File: config.mk
export PLATFORM = sky130hd
export DESIGN_NAME = bus_matrix_access_control
export DESIGN_NICKNAME = d
export VERILOG_FILES = /design/src/design/bus_matrix_pkg.sv /design/src/design/fab_check_if.sv /design/src/design/region_check.sv /design/src/design/error_resp.sv /design/src/design/bus_matrix_access_control.sv
export SDC_FILE = /design/constraint.sdc
export NUM_CORES = 1
export LEC_CHECK = 0
export BUFFER_PORTS_ARGS = -buffer_cell sky130_fd_sc_hd__buf_2
export CORE_MARGIN = 2
export CORE_UTILIZATION = 53
export DETAILED_ROUTE_END_ITERATION = 16
export PLACE_DENSITY = 0.82
export SLEW_MARGIN = 10
export SYNTH_ARGS = -nofsm -noshare
export SYNTH_HDL_FRONTEND = slang
export SYNTH_SLANG_ARGS = --single-unit
File: constraint.sdc
create_clock -name core_clk -period 3.6 [get_ports core_clk]
set_input_delay 0.18 -clock core_clk [delete_from_list [all_inputs] [get_ports core_clk]]
set_output_delay 0.18 -clock core_clk [all_outputs]
set_load 0.1 [all_outputs]
File: src/design/bus_matrix_pkg.sv
// Constants, register map and state types of the bus matrix access control
package bus_matrix_pkg;
  localparam logic [7:0]  OFS_PROT_BASE  = 8'h00;
  localparam logic [7:0]  OFS_PROT_SIZE  = 8'h04;
  localparam logic [7:0]  OFS_MATRIX_CFG = 8'h08;
  localparam logic [7:0]  OFS_STATUS     = 8'h0C;
  localparam logic [7:0]  OFS_STATUS_CLR = 8'h10;
  localparam logic [7:0]  OFS_IRQ_MASK   = 8'h14;
  localparam int          ADR_W          = 8;
  localparam int          REGION_ON_BIT  = 0;
  localparam int          WEIGHTED_BIT   = 3;
  localparam int          GATE_FAB       = 0;
  localparam int          GATE_MAC       = 1;
  localparam int          GATE_DMA       = 2;
  localparam int          GATE_W         = 3;
  localparam int          CFG_W          = 4;
  localparam int          SIZE_W         = 5;
  localparam int          FLAG_W         = 5;
  localparam int          FLAG_LSB       = 4;
  localparam int          FLAG_CORE_ID   = 0;
  localparam int          FLAG_CORE_SYS  = 1;
  localparam int          FLAG_FAB       = 2;
  localparam logic [31:0] BASE_RST       = 32'h0000_0000;
  localparam logic [4:0]  SIZE_RST       = 5'h1E;
  localparam logic [3:0]  CFG_RST        = 4'h0;
  localparam logic [4:0]  MASK_RST       = 5'h1F;
  localparam logic [4:0]  FLAG_RST       = 5'h00;
  // Region is 2^(code+1) bytes
  localparam logic [5:0]  SIZE_TO_N      = 6'h01;
  // One bit per size code, set where the code is a defined size
  localparam logic [31:0] SIZE_VALID     = 32'h4447_E440;
  typedef enum logic [1:0] {
    RESP_IDLE = 2'b00,
    RESP_WAIT = 2'b01,
    RESP_DONE = 2'b10
  } err_state_t;
endpackage : bus_matrix_pkg

File: src/design/fab_check_if.sv
// Interface between the control top, the region checker and the error responder
`timescale 1ns/100ps
`default_nettype none
interface fab_check_if;
  logic        valid;
  logic [31:0] addr;
  logic [31:0] base;
  logic [4:0]  size_code;
  logic        region_on;
  logic        hit;
  logic        err_start;
  logic        err_busy;
  logic        err_hresp;
  logic        err_hready;
  modport check (input valid, addr, base, size_code, region_on, output hit);
  modport resp  (input err_start, output err_busy, err_hresp, err_hready);
  modport ctl   (output valid, addr, base, size_code, region_on, err_start,
                 input hit, err_busy, err_hresp, err_hready);
endinterface : fab_check_if
`default_nettype wire

File: src/design/region_check.sv
// Protected region hit detector for the fabric master
`timescale 1ns/100ps
`default_nettype none
module region_check
(
  fab_check_if.check chk
);
  import bus_matrix_pkg::*;
  logic [5:0]  n_w;
  logic        code_ok;
  logic [31:0] keep;
  logic [31:0] diff;
  assign n_w     = {1'b0, chk.size_code} + SIZE_TO_N;
  // Reserved codes protect nothing rather than an undefined span
  assign code_ok = SIZE_VALID[chk.size_code];
  genvar i;
  for (i = 0; i < 32; i = i + 1)
  begin : g_keep
    assign keep[i] = (6'(i) >= n_w);
  end
  assign diff    = (chk.addr ^ chk.base) & keep;
  assign chk.hit = chk.valid && chk.region_on && code_ok && (diff == 32'h0000_0000);
endmodule : region_check
`default_nettype wire

File: src/design/error_resp.sv
// Two-cycle bus error response toward the fabric master
`timescale 1ns/100ps
`default_nettype none
module error_resp
(
  input  wire logic core_clk,
  input  wire logic resetn,
  fab_check_if.resp rsp
);
  import bus_matrix_pkg::*;
  err_state_t state_q;
  err_state_t state_d;
  logic       hresp_q;
  logic       hready_q;
  always_comb
  begin
    state_d = state_q;
    case (state_q)
      RESP_IDLE: if (rsp.err_start) state_d = RESP_WAIT;
      RESP_WAIT: state_d = RESP_DONE;
      RESP_DONE: state_d = RESP_IDLE;
      default:   state_d = RESP_IDLE;
    endcase
  end
  always_ff @(posedge core_clk or negedge resetn)
  begin
    if (!resetn)
    begin
      state_q  <= RESP_IDLE;
      hresp_q  <= 1'b0;
      hready_q <= 1'b1;
    end
    else
    begin
      state_q  <= state_d;
      hresp_q  <= (state_d != RESP_IDLE);
      hready_q <= (state_d != RESP_WAIT);
    end
  end
  assign rsp.err_busy   = (state_q != RESP_IDLE);
  assign rsp.err_hresp  = hresp_q;
  assign rsp.err_hready = hready_q;
endmodule : error_resp
`default_nettype wire

File: src/design/bus_matrix_access_control.sv
// Bus matrix access control: master gating, fabric region guard, error flags
// Behaviour
// - Region base is base bits 31 down to N, N from the size code.
// - Region guard off: fabric master reaches every address if its gate is on.
// - Region guard on: fabric accesses inside the region get an error response.
// - Blocked region access sets the fabric error flag and raises the interrupt.
// - Size code 0x0F means 64 KB, bits 31 to 16 compared.
// - Size code 0x10 means 128 KB, bits 31 to 17 compared.
// - Config bit 3 picks round robin (0, reset) or weighted (1).
// - A cleared gate bit cuts its master off; a set bit lets it through.
// - Gate bit 0 fabric, bit 1 Ethernet MAC, bit 2 peripheral DMA.
// - Enabled fabric master is still checked against the protected region.
// - Processor core masters are never gated.
// - Five-bit size code resets to 0x1E; undefined codes are reserved.
// - Error flags are sticky until software writes one to clear them.
//
// Decided for this implementation: the Wishbone slave port and the register offsets.
`timescale 1ns/100ps
`default_nettype none
module bus_matrix_access_control
(
  input  wire logic                               core_clk,
  input  wire logic                               resetn,
  input  wire logic                               wb_cyc,
  input  wire logic                               wb_stb,
  input  wire logic                               wb_we,
  input  wire logic [bus_matrix_pkg::ADR_W-1:0]   wb_adr,
  input  wire logic [3:0]                         wb_sel,
  input  wire logic [31:0]                        wb_dat_w,
  output logic      [31:0]                        wb_dat_r,
  output logic                                    wb_ack,
  input  wire logic [bus_matrix_pkg::GATE_W-1:0]  master_req,
  input  wire logic [31:0]                        fab_haddr,
  input  wire logic [bus_matrix_pkg::FLAG_W-1:0]  slave_err,
  output logic      [bus_matrix_pkg::GATE_W-1:0]  master_pass,
  output logic                                    fab_hresp,
  output logic                                    fab_hready,
  output logic      [bus_matrix_pkg::GATE_W-1:0]  master_access_gate,
  output logic                                    weighted_arb_select,
  output logic                                    matrix_error_irq
);
  import bus_matrix_pkg::*;

  fab_check_if chk ();

  logic [31:0]       base_q;
  logic [SIZE_W-1:0] size_q;
  logic [CFG_W-1:0]  cfg_q;
  logic [FLAG_W-1:0] flag_q;
  logic [FLAG_W-1:0] flag_d;
  logic [FLAG_W-1:0] mask_q;
  logic [GATE_W-1:0] pass_q;
  logic [GATE_W-1:0] pass_d;
  logic              irq_q;
  logic              ack_q;
  logic [31:0]       rdat_q;

  wire               access   = wb_cyc && wb_stb && !ack_q;
  wire               wr       = access && wb_we;
  wire [7:0]         ofs      = {wb_adr[ADR_W-1:2], 2'b00};
  wire               sel_base = (ofs == OFS_PROT_BASE);
  wire               sel_size = (ofs == OFS_PROT_SIZE);
  wire               sel_cfg  = (ofs == OFS_MATRIX_CFG);
  wire               sel_stat = (ofs == OFS_STATUS);
  wire               sel_clr  = (ofs == OFS_STATUS_CLR);
  wire               sel_mask = (ofs == OFS_IRQ_MASK);
  wire [31:0]        wmask    = {{8{wb_sel[3]}}, {8{wb_sel[2]}},
                                 {8{wb_sel[1]}}, {8{wb_sel[0]}}};
  wire [31:0]        wbits    = wb_dat_w & wmask;
  wire [FLAG_W-1:0]  clr_w    = (wr && (sel_stat || sel_clr)) ?
                                wbits[FLAG_LSB+FLAG_W-1:FLAG_LSB] : '0;
  wire [FLAG_W-1:0]  fmask_w  = wmask[FLAG_LSB+FLAG_W-1:FLAG_LSB];
  wire [31:0]        rd_mux   =
    sel_base ? base_q :
    sel_size ? {27'h0, size_q} :
    sel_cfg  ? {28'h0, cfg_q} :
    sel_stat ? {23'h0, flag_q, 4'h0} :
    sel_mask ? {23'h0, mask_q, 4'h0} : 32'h0000_0000;

  // Fabric request path: gate first, then the region guard
  wire               fab_ok   = master_req[GATE_FAB] && cfg_q[GATE_FAB];
  wire               fab_blk  = fab_ok && chk.hit && !chk.err_busy;
  wire [FLAG_W-1:0]  event_w  = slave_err | (FLAG_W'(fab_blk) << FLAG_FAB);

  assign chk.valid     = fab_ok;
  assign chk.addr      = fab_haddr;
  assign chk.base      = base_q;
  assign chk.size_code = size_q;
  assign chk.region_on = base_q[REGION_ON_BIT];
  assign chk.err_start = fab_blk;

  region_check u_check
  (
    .chk (chk)
  );

  error_resp u_resp
  (
    .core_clk (core_clk),
    .resetn   (resetn),
    .rsp      (chk)
  );

  // A hit while the responder is busy is dropped; the master is stalled then
  assign pass_d[GATE_FAB] = fab_ok && !chk.hit;
  assign pass_d[GATE_MAC] = master_req[GATE_MAC] && cfg_q[GATE_MAC];
  assign pass_d[GATE_DMA] = master_req[GATE_DMA] && cfg_q[GATE_DMA];
  // Set wins over clear so no event is lost; core bits have no gate
  assign flag_d = (flag_q & ~clr_w) | event_w;

  always_ff @(posedge core_clk or negedge resetn)
  begin
    if (!resetn)
    begin
      ack_q  <= 1'b0;
      rdat_q <= 32'h0000_0000;
    end
    else
    begin
      ack_q  <= access;
      rdat_q <= access ? rd_mux : rdat_q;
    end
  end

  always_ff @(posedge core_clk or negedge resetn)
  begin
    if (!resetn)
    begin
      base_q <= BASE_RST;
      size_q <= SIZE_RST;
      cfg_q  <= CFG_RST;
      mask_q <= MASK_RST;
    end
    else
    begin
      if (wr && sel_base)
        base_q <= (base_q & ~wmask) | wbits;
      if (wr && sel_size && wb_sel[0])
        size_q <= wb_dat_w[SIZE_W-1:0];
      if (wr && sel_cfg && wb_sel[0])
        cfg_q <= wb_dat_w[CFG_W-1:0];
      if (wr && sel_mask)
        mask_q <= (mask_q & ~fmask_w) | wbits[FLAG_LSB+FLAG_W-1:FLAG_LSB];
    end
  end

  always_ff @(posedge core_clk or negedge resetn)
  begin
    if (!resetn)
    begin
      flag_q <= FLAG_RST;
      pass_q <= '0;
      irq_q  <= 1'b0;
    end
    else
    begin
      flag_q <= flag_d;
      pass_q <= pass_d;
      irq_q  <= |(flag_d & mask_q);
    end
  end

  assign wb_dat_r            = rdat_q;
  assign wb_ack              = ack_q;
  assign master_pass         = pass_q;
  assign fab_hresp           = chk.err_hresp;
  assign fab_hready          = chk.err_hready;
  assign master_access_gate  = cfg_q[GATE_W-1:0];
  assign weighted_arb_select = cfg_q[WEIGHTED_BIT];
  assign matrix_error_irq    = irq_q;

  AST_GATE_CUT: assert property (@(posedge core_clk) disable iff (!resetn)
    master_req[GATE_DMA] && !cfg_q[GATE_DMA] |=> !master_pass[GATE_DMA])
    else $error("Disabled DMA request passed");

  AST_MAC_BIT: assert property (@(posedge core_clk) disable iff (!resetn)
    master_req[GATE_MAC] && cfg_q[GATE_MAC] |=> master_pass[GATE_MAC])
    else $error("Enabled MAC request not passed");

  AST_FAB_OPEN: assert property (@(posedge core_clk) disable iff (!resetn)
    fab_ok && !base_q[REGION_ON_BIT] |=> master_pass[GATE_FAB] && !fab_hresp)
    else $error("Fabric blocked with region guard off");

  AST_FAB_ERR: assert property (@(posedge core_clk) disable iff (!resetn)
    fab_ok && chk.hit && !chk.err_busy
    |=> fab_hresp && !fab_hready && !master_pass[GATE_FAB] ##1 fab_hresp && fab_hready
    ##1 !fab_hresp)
    else $error("Fabric region hit without two-cycle error");

  AST_FLAG_IRQ: assert property (@(posedge core_clk) disable iff (!resetn)
    fab_blk && mask_q[FLAG_FAB] |=> flag_q[FLAG_FAB] && matrix_error_irq)
    else $error("Blocked fabric access did not flag or interrupt");

  AST_STICKY: assert property (@(posedge core_clk) disable iff (!resetn)
    flag_q[FLAG_FAB] && !clr_w[FLAG_FAB] |=> flag_q[FLAG_FAB])
    else $error("Error flag dropped without a clear");

  AST_WEIGHT: assert property (@(posedge core_clk) disable iff (!resetn)
    wr && sel_cfg && wb_sel[0] |=> weighted_arb_select == $past(wb_dat_w[WEIGHTED_BIT]))
    else $error("Arbitration select not updated by write");

  AST_SIZE16: assert property (@(posedge core_clk) disable iff (!resetn)
    fab_ok && base_q[REGION_ON_BIT] && size_q == 5'h0F
    && fab_haddr[31:16] == base_q[31:16] |-> chk.hit)
    else $error("64 KB region miss");

  AST_SIZE17: assert property (@(posedge core_clk) disable iff (!resetn)
    fab_ok && size_q == 5'h10 && fab_haddr[31:17] != base_q[31:17] |-> !chk.hit)
    else $error("128 KB region hit outside span");

  AST_CORE: assert property (@(posedge core_clk) disable iff (!resetn)
    slave_err[FLAG_CORE_SYS] |=> flag_q[FLAG_CORE_SYS])
    else $error("Core error not flagged");

  AST_TOP_BIT: assert property (@(posedge core_clk) disable iff (!resetn)
    chk.hit |-> fab_haddr[31] == base_q[31])
    else $error("Region hit with address top bit outside base");

  AST_BASE_WRITE: assert property (@(posedge core_clk) disable iff (!resetn)
    wr && sel_base && wb_sel == 4'hF |=> base_q == $past(wb_dat_w))
    else $error("Base register not loaded by full write");

  AST_REGION_OFF: assert property (@(posedge core_clk) disable iff (!resetn)
    !base_q[REGION_ON_BIT] |-> !chk.hit)
    else $error("Region hit while guard is off");

  AST_FAB_MISS_PASS: assert property (@(posedge core_clk) disable iff (!resetn)
    fab_ok && !chk.hit |=> master_pass[GATE_FAB])
    else $error("Enabled fabric miss not passed");

  AST_IDLE_RESP: assert property (@(posedge core_clk) disable iff (!resetn)
    !chk.err_busy && !chk.err_start |=> fab_hready && !fab_hresp)
    else $error("Error response without a blocked access");

  AST_SET_FLAG: assert property (@(posedge core_clk) disable iff (!resetn)
    event_w[FLAG_FAB] |=> flag_q[FLAG_FAB])
    else $error("Fabric error event lost");

  AST_IRQ_HOLD: assert property (@(posedge core_clk) disable iff (!resetn)
    flag_q[FLAG_FAB] && mask_q[FLAG_FAB] && !clr_w[FLAG_FAB] |=> matrix_error_irq)
    else $error("Interrupt low while unmasked flag set");

  AST_IRQ_LOW: assert property (@(posedge core_clk) disable iff (!resetn)
    flag_q == '0 && slave_err == '0 && !fab_blk |=> !matrix_error_irq)
    else $error("Interrupt high with no flag set");

  AST_SIZE16_OUT: assert property (@(posedge core_clk) disable iff (!resetn)
    fab_ok && size_q == 5'h0F
    && fab_haddr[31:16] != base_q[31:16] |-> !chk.hit)
    else $error("64 KB region hit outside span");

  AST_SIZE17_IN: assert property (@(posedge core_clk) disable iff (!resetn)
    fab_ok && base_q[REGION_ON_BIT] && size_q == 5'h10
    && fab_haddr[31:17] == base_q[31:17] |-> chk.hit)
    else $error("128 KB region miss");

  AST_GATE_LOAD: assert property (@(posedge core_clk) disable iff (!resetn)
    wr && sel_cfg && wb_sel[0] |=> master_access_gate == $past(wb_dat_w[GATE_W-1:0]))
    else $error("Master gate not updated by write");

  AST_MAC_CUT: assert property (@(posedge core_clk) disable iff (!resetn)
    master_req[GATE_MAC] && !cfg_q[GATE_MAC] |=> !master_pass[GATE_MAC])
    else $error("Disabled MAC request passed");

  AST_FAB_GATED: assert property (@(posedge core_clk) disable iff (!resetn)
    master_req[GATE_FAB] && !cfg_q[GATE_FAB] && !chk.err_busy
    |=> !master_pass[GATE_FAB] && !fab_hresp)
    else $error("Disabled fabric request passed or errored");

  AST_DMA_BIT: assert property (@(posedge core_clk) disable iff (!resetn)
    master_req[GATE_DMA] && cfg_q[GATE_DMA] |=> master_pass[GATE_DMA])
    else $error("Enabled DMA request not passed");

  AST_HIT_NO_PASS: assert property (@(posedge core_clk) disable iff (!resetn)
    chk.hit |=> !master_pass[GATE_FAB])
    else $error("Fabric region hit passed to the matrix");

  AST_CORE_ID: assert property (@(posedge core_clk) disable iff (!resetn)
    slave_err[FLAG_CORE_ID] |=> flag_q[FLAG_CORE_ID])
    else $error("Core code bus error not flagged");

  AST_SIZE_LOAD: assert property (@(posedge core_clk) disable iff (!resetn)
    wr && sel_size && wb_sel[0] |=> size_q == $past(wb_dat_w[SIZE_W-1:0]))
    else $error("Size code not updated by write");

  AST_SIZE_2G: assert property (@(posedge core_clk) disable iff (!resetn)
    fab_ok && base_q[REGION_ON_BIT] && size_q == 5'h1E
    && fab_haddr[31] == base_q[31] |-> chk.hit)
    else $error("2 GB region miss");

  AST_RESERVED: assert property (@(posedge core_clk) disable iff (!resetn)
    size_q == 5'h13 |-> !chk.hit)
    else $error("Reserved size code protected a region");

  AST_CLEAR: assert property (@(posedge core_clk) disable iff (!resetn)
    clr_w[FLAG_FAB] && !event_w[FLAG_FAB] |=> !flag_q[FLAG_FAB])
    else $error("Fabric flag not cleared by write");

  AST_STICKY_CORE: assert property (@(posedge core_clk) disable iff (!resetn)
    flag_q[FLAG_CORE_SYS] && !clr_w[FLAG_CORE_SYS] |=> flag_q[FLAG_CORE_SYS])
    else $error("Core flag dropped without a clear");

endmodule : bus_matrix_access_control
`default_nettype wire

# After elaboration in Yosys (flattened, before gate mapping)
# Memories as Yosys holds them, arrays and structs flattened.
# Index checks and enable logic that the tools add are counted.
totals:
  ff_bits: 92
  romBits: 32
  inputBits: 89
  output_inout_bits: 43
  mem_count: 1
op_classes:
  addsub: 1
  order_cmp: 33
  eq_ne: 7
  muxes: 9
  n_bitwise: 14
  reduce_logical: 29
mem_list:
  columns: ["memory", "words", "word_bits", "read_ports", "rd_clocked_by_memory_dff", "write_ports", "line_no", "source"]
  rows:
  - ["(no name shown)", 32, 1, 1, 0, 0, "region_check.sv:15", "assign code_ok = SIZE_VALID[chk.size_code];"]
op_table:
  columns: ["cell", "count"]
  rows:
  - ["$and A32 B32 Y32", 3]
  - ["$ge A5 B6 Y1 const A", 16]
  - ["$ge A4 B6 Y1 const A", 8]
  - ["$mux W9", 4]
  - ["$logic_not A32 Y1", 1]
  - ["$mux W32", 1]
  - ["$not A32 Y32", 1]
  - ["$or A32 B32 Y32", 1]
  - ["$xor A32 B32 Y32", 1]
  - ["$ge A3 B6 Y1 const A", 4]
  - ["$logic_and A1 B1 Y1", 19]
  - ["$and A5 B5 Y5", 3]
  - ["$eq A6 B2 Y1 const B", 2]
  - ["$eq A6 B3 Y1 const B", 2]
  - ["$ge A1 B6 Y1 const A", 2]
  - ["$ge A2 B6 Y1 const A", 2]
  - ["$not A5 Y5", 2]
  - ["$or A5 B5 Y5", 2]
  - ["$logic_not A8 Y1", 1]
  - ["$add A5 B1 Y6 const B", 1]
  - ["$eq A6 B1 Y1 const B", 1]
  - ["$lt A5 B6 Y1 const B", 1]
  - ["$mux W5", 1]
  - ["$or A5 B3 Y5", 1]
  - ["other kinds (10)", 13]

# Depth between registers and ports, before layout
# Gate-level depths: netlist (run 1).
depth:
  depth_word: 11
  depth_mapped: 11
  ltp_nobuf: 9

# Hierarchy
# From an unflattened synthesis (run 1), not the netlist that was laid out.
unflattened:
  cells_unflattened: 498
  area_unflattened_um2: 5076.1
by_module_without_submodules:
  columns: ["module", "instances", "cells_per_inst", "area_per_inst_um2"]
  rows:
  - ["bus_matrix_access_control", 1, 320, 3722.3]
  - ["region_check", 1, 169, 1213.7]
  - ["error_resp", 1, 9, 140.1]

# Worst setup path before layout (run 1)
# OpenSTA, ideal clock, no wires.
synth_path:
  path_type: "flip-flop to flip-flop"
  startpoint: "register size_q[1], in the netlist chk.size_code[1]"
  endpoint: "register u_resp.hready_q, in the netlist u_resp.rsp.err_hready"
  setup_time_ps: 88
  t_arrival_ps: 2605
  setup_slack_ps: 907
  stages_incl_launch_ff: 12
  path_buffers: 2
  synth_period_minus_slack_ps: 2693
  path_cell_list: "dfstp_2 > clkbuf_1 > inv_1 > ha_1 > nand2b_1 > clkbuf_1 > a211o_1 > a21oi_1 > nor3_1 > nor4_1 > nand3_1 > or3_1"
synth_between:
  elab_chain_len: 10
  word_cells_on_any_way: 44
  cone_classes: "1 x add/sub; 32 x order compare; 1 x eq/ne; 3 x mux; 1 x bitwise; 5 x reduce/logical; 1 x memory"
synth_lines:
  columns: ["element", "line_no", "source"]
  rows:
  - ["start, declared", "bus_matrix_access_control.sv:47", "logic [SIZE_W-1:0] size_q;"]
  - ["start signal, assigned", "bus_matrix_access_control.sv:139", "size_q <= wb_dat_w[SIZE_W-1:0];"]
  - ["$add A5 B1 Y6", "region_check.sv:13", "assign n_w = {1'b0, chk.size_code} + SIZE_TO_N;"]
  - ["$ge A1 B6 Y1 (tied with other cells)", "region_check.sv:19", "assign keep[i] = (6'(i) >= n_w);"]
  - ["$and A32 B32 Y32", "region_check.sv:21", "assign diff = (chk.addr ^ chk.base) & keep;"]
  - ["$logic_not A32 Y1", "region_check.sv:22", "assign chk.hit = chk.valid && chk.region_on && code_ok && (diff == 32'h0000_0000);"]
  - ["$logic_and A1 B1 Y1 *", "region_check.sv:22", null]
  - ["$logic_and A1 B1 Y1 * (2 in series)", "bus_matrix_access_control.sv:82", "wire fab_blk = fab_ok && chk.hit && !chk.err_busy;"]
  - ["$mux W2 *", "error_resp.sv:19", "RESP_IDLE: if (rsp.err_start) state_d = RESP_WAIT;"]
  - ["$pmux W2 S2 *", "error_resp.sv:18", "case (state_q)"]
  - ["$ne A2 B1 Y1 *", "error_resp.sv:37", "hready_q <= (state_d != RESP_WAIT);"]
  - ["end signal, assigned", "error_resp.sv:37", null]
  - ["end, declared", "error_resp.sv:14", "logic hready_q;"]
# Mark *: on every way between the ends. The rest lies on a longest branch, timed or not. The select of a mux whose other input is x is not followed.
# A chain may end at the register's enable or synchronous reset.

# Final worst setup path (run 1)
layout_path:
  startpoint: "register size_q[1], in the netlist chk.size_code[1]"
  endpoint: "register irq_q, in the netlist matrix_error_irq"
layout_between:
  elab_chain_len: 11
  word_cells_on_any_way: 45
  cone_classes: "1 x add/sub; 32 x order compare; 1 x mux; 4 x bitwise; 6 x reduce/logical; 1 x memory"
layout_lines:
  columns: ["element", "line_no", "source"]
  rows:
  - ["$add A5 B1 Y6", "region_check.sv:13", null]
  - ["$ge A1 B6 Y1 (tied with other cells)", "region_check.sv:19", null]
  - ["$and A32 B32 Y32", "region_check.sv:21", null]
  - ["$logic_not A32 Y1", "region_check.sv:22", null]
  - ["$logic_and A1 B1 Y1 *", "region_check.sv:22", null]
  - ["$logic_and A1 B1 Y1 * (2 in series)", "bus_matrix_access_control.sv:82", null]
  - ["$or A5 B3 Y5 *", "bus_matrix_access_control.sv:83", "wire [FLAG_W-1:0] event_w = slave_err | (FLAG_W'(fab_blk) << FLAG_FAB);"]
  - ["$or A5 B5 Y5 *", "bus_matrix_access_control.sv:109", "assign flag_d = (flag_q & ~clr_w) | event_w;"]
  - ["$and A5 B5 Y5 *", "bus_matrix_access_control.sv:159", "irq_q <= |(flag_d & mask_q);"]
  - ["$reduce_or A5 Y1 *", "bus_matrix_access_control.sv:159", null]
  - ["end signal, assigned", "bus_matrix_access_control.sv:159", null]
  - ["end, declared", "bus_matrix_access_control.sv:54", "logic irq_q;"]
# Marked as above.

==> results of run 1 <==
==> placed cells by master (no fill, tap or decap), types with 4 or more instances in the layout <==
cell type	netlist	layout
buf_2	5	128
nand2_1	87	87
dfrtp_1	82	82
mux2_2	43	43
nand3_1	32	32
o21ai_0	26	26
nor2_1	21	21
a21oi_1	21	21
xor2_1	20	20
xnor2_1	15	15
buf_4	1	14
a22oi_1	10	10
dfstp_2	10	10
clkbuf_8	0	10
nor3_1	9	9
nand4_1	9	9
nor2b_1	8	8
a31oi_1	8	8
inv_1	7	7
a21o_1	6	6
and3_1	6	6
nand2b_1	6	6
nor4_1	7	6
and2_1	5	5
a221oi_1	5	5
and3b_1	4	4
==> cell families after synthesis <==
| family | Yosys count | synth area share |
|---|---|---|
| xor+xnor | 35 | 0.06050 |
| buf+inv | 37 | 0.02938 |
| fa+ha+maj | 3 | 0.007408 |
| compound gates | 109 | 0.1477 |
| simple gates | 209 | 0.2027 |
| mux | 43 | 0.09555 |
| flops | 92 | 0.4568 |
==> per-layer routing <==
| metal | wire length [µm] | vias up | part of all wire |
|---|---|---|---|
| met5 | 0 | - | 0 |
| met4 | 289 | 0 | 0.020 |
| met3 | 1109 | 28 | 0.077 |
| met2 | 7074 | 226 | 0.49 |
| met1 | 5919 | 2284 | 0.41 |
| li1 | - | 2138 | - |
==> cell usage after synthesis (10+ instances only) <==
library cell / number
clkbuf_1: 19
dfstp_2: 10
dfrtp_1: 82
xor2_1: 20
xnor2_1: 15
mux2_2: 43
a21oi_1: 21
a22oi_1: 10
nand2_1: 87
nor2_1: 21
nand3_1: 32
o21ai_0: 26
==> cell type report <==
| class | count | area (µm²) |
|---|---|---|
| Fill cell | 767 | 3177 |
| Clock buffer | 10 | 137.6 |
| Timing Repair Buffer | 143 | 755.7 |
| Clock inverter | 6 | 53.80 |
| Inverter | 8 | 30.03 |
| Multi-Input combinational cell | 399 | 2610 |
| Sequential cell | 92 | 2315 |
| Tap cell | 129 | 161.4 |
==> stage by stage <==
stage	std cells	hold WS, ns	power [mW]	instance area [µm²]	setup WS, ns
CTS	787	0.008419	2.088	6063	0.5570
global placement	770	0.3403	1.400	5862	0.5669
global route	787	0.01330	2.159	6063	0.3317
floorplan	528	-0.1156	1.270	5067	0.9068
finish	787	0.01466	2.079	6063	0.5076
detailed placement	770	0.3549	1.406	5862	0.5822
==> where the power goes <==
group          total, mW  switching, mW  internal (mW)  leakage (nW)
registers           1.07         0.0194           1.05          1.21
clock network      0.688          0.404          0.284        0.0958
logic              0.319          0.205          0.114          1.73
total               2.08          0.628           1.45          3.04
==> critical path: stages, from the launching register on <==
cell,delay [ns]
dfstp_2,0.70
ha_1,0.26
a21boi_0,0.36
nand3_1,0.23
o221a_2,0.34
or4_1,0.52
nor4_1,0.19
nand4_1,0.24
a21oi_1,0.20
==> final timing paths <==
| path | start | end | slack, ns | depth (start not counted) |
|---|---|---|---|---|
| setup / recovery | chk.size_code[1] | matrix_error_irq | 0.51 | 8 |
| hold / removal | slave_err[3] | flag_q[3] | 0.01 | 2 |
| setup reg to reg | chk.size_code[1] | matrix_error_irq | 0.51 | 8 |
| hold reg to reg | wb_dat_r[26] | wb_dat_r[26] | 0.47 | 2 |
| max in group asynchronous | resetn | async pin | 2.23 | 3 |
| min in group asynchronous | resetn | wb_dat_r[27] | 0.46 | 2 |
==> timing repair <==
action                    4_1_cts  5_1_grt
buffers inserted                0        0
resized for setup               0        0
hold buffers                    1        0
hold endpoints to repair       61        0
==> results.md, run 1 <==
- Root Driver: clkbuf_8
- Die height: 101.8 µm
- Average wire per standard cell: 18.29 µm
- Setup Viol. Count Final: 0
- Async SR Flop Fraction: 1.000
- Gr ovfl total: 0
- Die area: 0.01036 mm²
- Gr busiest metal: met2
- Final #Nets: 745
- Setup TNS: 0 ns
- Fin. Hold Viols: 0
- DP Wirelength: 11.00 mm
- Fraction of layout cells with a size suffix above 1: 0.3359
- DR iter-0 viols: 324
- Number of remaining DRC errors: 0
- Largest cells by area after synthesis: dfrtp_1 (40%), mux2_2 (9.6%), nand2_1 (6.4%)
- WP data required: 3.89 ns
- Unrepaired setup endpoints after global routing: false
- Unique masters post-synth: 62
- Cells after Synth: 528
- Largest net degree at the start of global routing: 72
- CTS tree: done
- PortBufs: 129
- Clock Pin Slew Worst Setup and Hold Paths: 0.09 ns
- Startpoint types: flop
- Syn_nets: 620
- Synth top area share: 0.4049
- CTS buffer count: 9
- RD Place Congestion: 0.9373
- Slew headroom: 0.4036
- Clock net sink count: 92
- Type of the worst setup path: flop to flop
- Period minus WS final: 3.092 ns
- Vias per cell: 5.942
- Ports: 132
- Clk_lat worst skew: 0.36 ns
- Detailed Routing Iterations Pass 1: 5
- Synth area leader: dfrtp_1
- Total number of vias: 4,676
- M1 GR Usage: 0.3732
- Worst vdd ir: 0.0001963 V
- Clk buf depth: 2
- Synthesized area: 0.005067 mm²
- Final WL: 14.39 mm
- M3 GR Usage: 0.04969
- Core footprint: 0.009240 mm²
- Initial antenna violation count: 0
- Slew Viols, Final: 0
- Leakage: 3.036 nW
- Crit end category: flop
- First-pass GRT wire length: 22.40 mm
- # diodes: 0
- Vias in the first global route: 4,550
- Yosys warns: 0
- HP Class: input port to flop
- Power density over the cells: 342.8 mW/mm²
- Top achievable clock speed: 323.4 MHz
- Cell Rows: 35
- Gr usage total: 0.2802
- Least-Margin Pin Slew: 0.8946 ns
- Fin util: 0.6562
- Overall die width: 101.8 µm
- WP data arrival: 3.38 ns
- GRT met2 Usage: 0.4712
- Status: complete, no violations
- Clock Skew: 0.009774 ns
- Initial Utilization: 0.5484
- Area Overhead vs Synth: 19.65%
- Post-synthesis sequential area ratio: 0.4568
- ANT nets after route: 0
- Post-synth EDFFs: 0
- FF+latch count, synth: 92
- Final period util: 0.8590
- Average size of a mapped cell: 9.597 µm²
- H-tree depth: 3
- Ys flop type: dfrtp_1
- Worst-path maximum fanout: 15
- MaxCap Viol Count: 0
Note: power is estimated with default switching activity, not from simulation.
==> run 2: changes to the inputs <==
--- a/config.mk
+++ b/config.mk
@@ -13,4 +13,5 @@
 export SLEW_MARGIN = 10
 export SYNTH_ARGS = -nofsm -noshare
 export SYNTH_HDL_FRONTEND = slang
+export SYNTH_HIERARCHICAL = 1
 export SYNTH_SLANG_ARGS = --single-unit
==> run 2 against run 1 <==
Die area up 0.17%. First-iteration DRC count up 4.3%. Combinational power decreased by 20%. Synthesized area increased by 0.17%. Highest routed layer unchanged. Sequential cell count unchanged. Total power is 4.0% lower. Hold slack improved by 0.0083 ns. Largest cell class unchanged. Clock-buffer cell count fell by 1.
==> results.md, run 2 <==
- PortBufs: 129 (unchanged)
- Critical R2R Capture: u_resp/state_q[0]
- Largest net degree at the start of global routing: 68 (-5.6%)
- Clock Pin Slew Worst Setup and Hold Paths: 0.10 ns (about the same)
- Unrepaired setup endpoints after global routing: false
- Unique masters post-synth: 74 (+19%)
- Average wire per standard cell: 18.19 µm (-0.56%)
- Slew Viols, Final: 0 (unchanged)
- Top achievable clock speed: 297.9 MHz (-7.9%)
- Average size of a mapped cell: 10.19 µm² (+6.2%)
- WP data required: 3.88 ns (about the same)
- Slowest-stage cell, CP: dfstp_2
- Type of the worst setup path: flop to flop
- Setup Viol. Count Final: 0 (unchanged)
- H-tree depth: 3 (unchanged)
- Ports: 132 (unchanged)
- Gr busiest metal: met2
- DP Wirelength: 10.12 mm (-8.0%)
- CTS buffer count: 9 (unchanged)
- Filler cells: 790 (+3.0%)
- Number of remaining DRC errors: 0 (unchanged)
- Gr usage total: 0.2697 (-0.01053)
- Root Driver: clkbuf_8
- Dpl cells: 739 (-4.0%)
- Final period util: 0.9325 (+0.07349)
- GRT met2 Usage: 0.4489 (-0.02227)
- Vias in the first global route: 4,333 (-4.8%)
- Crit end category: flop
- Synth top area share: 0.4042 (-0.0006987)
- Least-Margin Pin Slew: 0.8468 ns (-0.04776 ns)
- Final WL: 13.77 mm (-4.3%)
- Hold path start: slave_err[1]
- Highest-count cells in the layout ignoring fill and taps: buf_2 (128), dfrtp_1 (82), nand2_1 (70)
- # diodes: 0 (unchanged)
- Period minus WS final: 3.357 ns (+0.2646 ns)
- CTS tree: done
- Total number of vias: 4,407 (-5.8%)
- Gr ovfl total: 0 (unchanged)
- Largest cells by area after synthesis: dfrtp_1 (40%), mux2_2 (10%), dfstp_2 (5.2%)
- RD Place Congestion: 0.9781 (+4.4%)
- ANT nets after route: 0 (unchanged)
- Ys flop type: dfrtp_1
- M3 GR Usage: 0.04378 (-0.005914)
- Leakage: 3.064 nW (+0.91%)
- Most common cell in the netlist: dfrtp_1
- CP bufs+invs: 2 (+2)
- Clk_lat worst skew: 0.37 ns (about the same)
- Syn_nets: 590 (-4.8%)
- Vias per cell: 5.822 (-2.0%)
- Post-synthesis sequential area ratio: 0.4560 (-0.0007882)
- Slew headroom: 0.4355 (+0.03184)
- Worst vdd ir: 0.0002096 V (+6.8%)
- HP Class: input port to flop
- DR iter-0 viols: 338 (+4.3%)
- R2R Path Start: chk.size_code[1]
- Overall die width: 101.9 µm (about the same)
- Setup TNS: 0 ns (unchanged)
- Final #Nets: 715 (-4.0%)
- Fin cells: 757 (-3.8%)
- Die area: 0.01038 mm² (+0.17%)
- M1 GR Usage: 0.3653 (-0.007856)
- Initial antenna violation count: 0 (unchanged)
- Worst-path maximum fanout: 13 (-2)
- Worst-path cell chain: buf_4 > ha_1 > nor2b_1 > o21a_1 > o22ai_1 > a221oi_2 > nand4_1 > nor4_2 > nor3b_1 > buf_4 > nor3b_1
- R2R cell count: 11 (+3)
- First-pass GRT wire length: 21.53 mm (-3.9%)
- Power density over the cells: 332.9 mW/mm² (-2.9%)
- Fin. Hold Viols: 0 (unchanged)
- Top cells by count, synth: dfrtp_1 (82), nand2_1 (70), mux2_2 (46)
- Die height: 101.9 µm (about the same)
- WHS Endpoint: flag_q[1]
- Clk buf depth: 2 (unchanged)
- Async SR Flop Fraction: 1.000 (unchanged)
- Crit-path leading delay family: simple AND/OR/NAND/NOR gates
- WP data arrival: 3.64 ns (+0.26 ns)
- Flop-to-flop setup slack: 0.24 ns (-0.26 ns)
- Area Overhead vs Synth: 18.12%
- Fraction of layout cells with a size suffix above 1: 0.3615 (+0.02560)
- MaxCap Viol Count: 0 (unchanged)
- Post-synth EDFFs: 0 (unchanged)
- Status: complete, no violations
- Clock net sink count: 92 (unchanged)
- Initial Utilization: 0.5468 (-0.001643)
- Clock Skew: 0.01335 ns (+0.003572 ns)
- Cells after Synth: 498 (-5.7%)
- Core footprint: 0.009284 mm² (+0.47%)
- FF+latch count, synth: 92 (unchanged)
- Worst path max stage delay: 0.55 ns (-0.15 ns)
- Detailed Routing Iterations Pass 1: 5 (unchanged)
- Power Total: 1.996 mW (-4.0%)
- Synth area leader: dfrtp_1
- Worst hold stages: 2 (unchanged)
- Startpoint types: flop
- Commonest non-fill, non-tap cell in the layout: buf_2
- Synthesized area: 0.005076 mm² (+0.17%)
- Yosys warns: 6 (+6)
- Cell Rows: 35 (unchanged)
-- run 2: worst max path at each step --
stage / from / to / slack, ns / depth (start not counted)
floorplan: chk.size_code[1] / u_resp/rsp.err_hready / 0.69 / 11
global placement: chk.size_code[1] / u_resp/rsp.err_hready / 0.38 / 9
detailed placement: chk.size_code[1] / u_resp/rsp.err_hready / 0.29 / 8
CTS: chk.size_code[1] / u_resp/rsp.err_hready / 0.27 / 8
global route: chk.size_code[1] / u_resp/state_q[0] / 0.03 / 12
finish: chk.size_code[1] / u_resp/state_q[0] / 0.24 / 11
-- run 2: logic make-up after synthesis --
family                   after synthesis  synth area share
buffers and inverters                 36           0.04092
AND/OR/NAND/NOR                      187            0.1974
flip-flops                            92            0.4560
adder cells (fa/ha/maj)                3          0.007395
AO/OA/AOI/OAI                         95            0.1277
XOR/XNOR                              34           0.05866
multiplexers                          51            0.1119
-- run 2: cell type report --
type	instances	area [µm²]	area share
multi-input combinational	370	2556	0.4263
clock inverter	7	58.81	0.009808
inverter	8	30.03	0.005008
timing repair buffer	142	750.7	0.1252
clock buffer	9	123.9	0.02066
tap	129	161.4	0.02692
sequential	92	2315	0.3861
-- run 2: routing by layer --
metal	vias up	share of wire
met5	-	0
met4	0	0.013
met3	15	0.067
met2	176	0.50
met1	2180	0.42
li1	2036	-
-- run 2: metrics by stage --
step | hold slack [ns] | util | area [µm²] | setup WS, ns
final | 0.02296 | 0.6458 | 5996 | 0.2431
after detailed placement | 0.3468 | 0.6237 | 5791 | 0.2876
after global routing | 0.01539 | 0.6458 | 5996 | 0.02774
after global placement | 0.3238 | 0.6237 | 5791 | 0.3793
after CTS | 0.01368 | 0.6456 | 5993 | 0.2700
after floorplan | -0.1156 | - | 5076 | 0.6929
-- run 2: what timing repair did --
item	4_1_cts	5_1_grt
gates resized for setup	0	1
hold buffers	2	0
endpoints found under the setup margin	0	2
endpoints found under the hold margin	65	0
buffers inserted	0	0
-- run 2: where the power goes --
| part | internal, mW | total, mW | switching [mW] | leakage, nW |
|---|---|---|---|---|
| logic | 0.0875 | 0.255 | 0.168 | 1.75 |
| registers | 1.05 | 1.07 | 0.0153 | 1.22 |
| clock network | 0.264 | 0.674 | 0.410 | 0.0925 |
| total | 1.40 | 2.00 | 0.593 | 3.06 |
==> run 3: changes to the inputs <==
--- a/config.mk
+++ b/config.mk
@@ -6,10 +6,11 @@
 export NUM_CORES = 1
 export LEC_CHECK = 0
 export BUFFER_PORTS_ARGS = -buffer_cell sky130_fd_sc_hd__buf_2
-export CORE_MARGIN = 2
+export CORE_MARGIN = 3
 export CORE_UTILIZATION = 53
 export DETAILED_ROUTE_END_ITERATION = 16
-export PLACE_DENSITY = 0.82
+export GPL_ROUTABILITY_DRIVEN = 0
+export PLACE_DENSITY = 0.89
 export SLEW_MARGIN = 10
 export SYNTH_ARGS = -nofsm -noshare
 export SYNTH_HDL_FRONTEND = slang
==> run 3 against run 2 <==
Sequential cell count is the same. Setup slack gained 0.016 ns. Clock-buffer cell count grew 1. Critical path depth shrank 1. Hold slack lost 0.0075 ns. Clock power grew 35%. Non-clock buffer count shrank 3. Die area grew 4.0%. Core utilization grew 0.61 points. Critical path type unchanged. Largest cell class unchanged.
==> results.md, run 3 (synthesis gave the netlist of run 2 again) <==
- Hold path start: slave_err[0]
- Unrepaired setup endpoints after global routing: false
- Leakage: 3.083 nW (+0.64%)
- Average wire per standard cell: 18.34 µm (+0.86%)
- Crit path top cell by count: a31oi_1
- DR iter-0 viols: 417 (+23%)
- Worst hold stages: 2 (unchanged)
- PortBufs: 129 (unchanged)
- Final period util: 0.9280 (-0.004449)
- Die height: 103.9 µm (+2.0%)
- Gr ovfl total: 0 (unchanged)
- Worst path max stage delay: 0.54 ns (about the same)
- Cell Rows: 35 (unchanged)
- Fin util: 0.6519 (+0.006065)
- Detailed Routing Iterations Pass 1: 6 (+1)
- Type of the worst setup path: flop to flop
- GRT met2 Usage: 0.4308 (-0.01806)
- Power density over the cells: 369.0 mW/mm² (+11%)
- Core footprint: 0.009284 mm² (unchanged)
- Vias per cell: 6.060 (+4.1%)
- Gr busiest metal: met2
- Post-CTS setup buffers: 0 (unchanged)
- Setup TNS: 0 ns (unchanged)
- WHS Endpoint: flag_q[0]
- M1 GR Usage: 0.3134 (-0.05191)
- Gr usage total: 0.2533 (-0.01640)
- First-pass GRT wire length: 22.23 mm (+3.2%)
- # diodes: 0 (unchanged)
- Highest-count cells in the layout ignoring fill and taps: buf_2 (128), dfrtp_1 (82), nand2_1 (70)
- WP data arrival: 3.63 ns (about the same)
- Filler cells: 759 (-3.9%)
- R2R cell count: 10 (-1)
- Clock Skew: 0.01284 ns (-0.0005071 ns)
- Fraction of layout cells with a size suffix above 1: 0.3584 (-0.003065)
- ANT nets after route: 0 (unchanged)
- Area Overhead vs Synth: 19.23%
- DP Wirelength: 9.841 mm (-2.8%)
- Flop-to-flop setup slack: 0.26 ns (+0.02 ns)
- Fin cells: 754 (-0.40%)
- Largest net degree at the start of global routing: 70 (+2.9%)
- Period minus WS final: 3.341 ns (-0.01602 ns)
- Worst-path maximum fanout: 13 (unchanged)
- Top achievable clock speed: 299.3 MHz (+0.48%)
- Ports: 132 (unchanged)
- Crit end category: flop
- Worst-path cell chain: buf_4 > inv_1 > ha_1 > nand2b_1 > or4_1 > a31oi_1 > a31oi_1 > nor4_2 > nor3b_1 > or3b_1
- MaxCap Viol Count: 0 (unchanged)
- Clk_lat worst skew: 0.37 ns (about the same)
- Multi-input logic area: 0.002556 mm² (unchanged)
- Slew headroom: 0.4176 (-0.01790)
- M3 GR Usage: 0.06207 (+0.01830)
- Critical R2R Capture: u_resp/rsp.err_hready
- Least-Margin Pin Slew: 0.8737 ns (+0.02685 ns)
- CTS buffer count: 9 (unchanged)
- WHS: 0.01547 ns (-0.007488 ns)
- Startpoint types: flop
- Number of remaining DRC errors: 0 (unchanged)
- R2R Path Start: chk.size_code[1]
- Final #Nets: 712 (-0.42%)
- CTS tree: done
- Dpl cells: 737 (-0.27%)
- Status: complete, no violations
- Sequential cell area: 0.002315 mm² (unchanged)
- H-tree depth: 3 (unchanged)
- Slowest-stage cell, CP: dfstp_2
- Clock Pin Slew Worst Setup and Hold Paths: 0.09 ns (about the same)
- WP data required: 3.89 ns (about the same)
- Fin. Hold Viols: 0 (unchanged)
- Final WL: 13.83 mm (+0.46%)
- Clk buf depth: 2 (unchanged)
- Vias in the first global route: 4,521 (+4.3%)
- Initial antenna violation count: 0 (unchanged)
- Total number of vias: 4,569 (+3.7%)
- Root Driver: clkbuf_8
- Worst vdd ir: 0.0002687 V (+28%)
- Setup Viol. Count Final: 0 (unchanged)
- Initial Utilization: 0.5468 (unchanged)
- Commonest non-fill, non-tap cell in the layout: buf_2
- Overall die width: 103.9 µm (+2.0%)
- Die area: 0.01079 mm² (+4.0%)
- Clock net sink count: 92 (unchanged)
- Slew Viols, Final: 0 (unchanged)
- HP Class: input port to flop
[run 3: changes by cell type in the layout (fill, tap and decap cells not counted)]
cell,delta
bufinv_16,+4
dlygate4sd3_1,-1
clkbuf_1,+1
inv_6,-2
clkinv_4,-1
clkinv_2,-1
inv_8,-1
buf_4,-2
[run 3: worst max-delay path by stage]
stage	startpoint	slack, ns	cells after the start	to
6_report	chk.size_code[1]	0.26	10	u_resp/rsp.err_hready
5_1_grt	chk.size_code[1]	0.11	11	u_resp/state_q[0]
4_1_cts	chk.size_code[1]	0.23	8	u_resp/rsp.err_hready
3_5_place_dp	chk.size_code[1]	0.31	9	u_resp/rsp.err_hready
3_3_place_gp	chk.size_code[1]	0.43	9	u_resp/rsp.err_hready
2_1_floorplan	chk.size_code[1]	0.69	11	u_resp/rsp.err_hready
[run 3: timing repair]
item                                    4_1_cts  5_1_grt
endpoints found under the setup margin        0        2
resized for setup                             0        1
hold endpoints to repair                     67        0
hold buffers                                  1        0
[run 3: layout make-up]
type,instances,share of cell area
Multi-Input combinational cell,370,0.4224
Sequential cell,92,0.3825
Timing Repair Buffer,139,0.1199
Tap cell,129,0.02667
Clock inverter,6,0.02253
Clock buffer,10,0.02109
Inverter,8,0.004962
[run 3: power by group]
| part | internal, mW | switching, mW | total [mW] |
|---|---|---|---|
| Combinational | 0.0864 | 0.167 | 0.253 |
| Clock | 0.534 | 0.378 | 0.912 |
| Sequential | 1.05 | 0.0163 | 1.07 |
[run 3: metal layers]
metal  share of wire  routed length, µm
met1            0.39               5364
met4           0.028                382
met5               0                  0
met2            0.49               6799
met3           0.093               1283
[run 3: stage by stage]
| step | instance area (µm²) | worst slack, ns | total power [mW] |
|---|---|---|---|
| floorplan | 5076 | 0.6929 | 1.221 |
| global placement | 5776 | 0.4295 | 1.329 |
| detailed placement | 5776 | 0.3089 | 1.337 |
| CTS | 6050 | 0.2271 | 2.235 |
| global route | 6052 | 0.1076 | 2.314 |
| finish | 6052 | 0.2591 | 2.234 |
[run 3: critical path: cells and delay by family, from the launching register on]
kind                     cells  cell delay (ns)
AND/OR/NAND/NOR              5             1.90
flip-flops                   1             0.54
AO/OA/AOI/OAI                2             0.34
buffers and inverters        2             0.27
adder cells (fa/ha/maj)      1             0.21
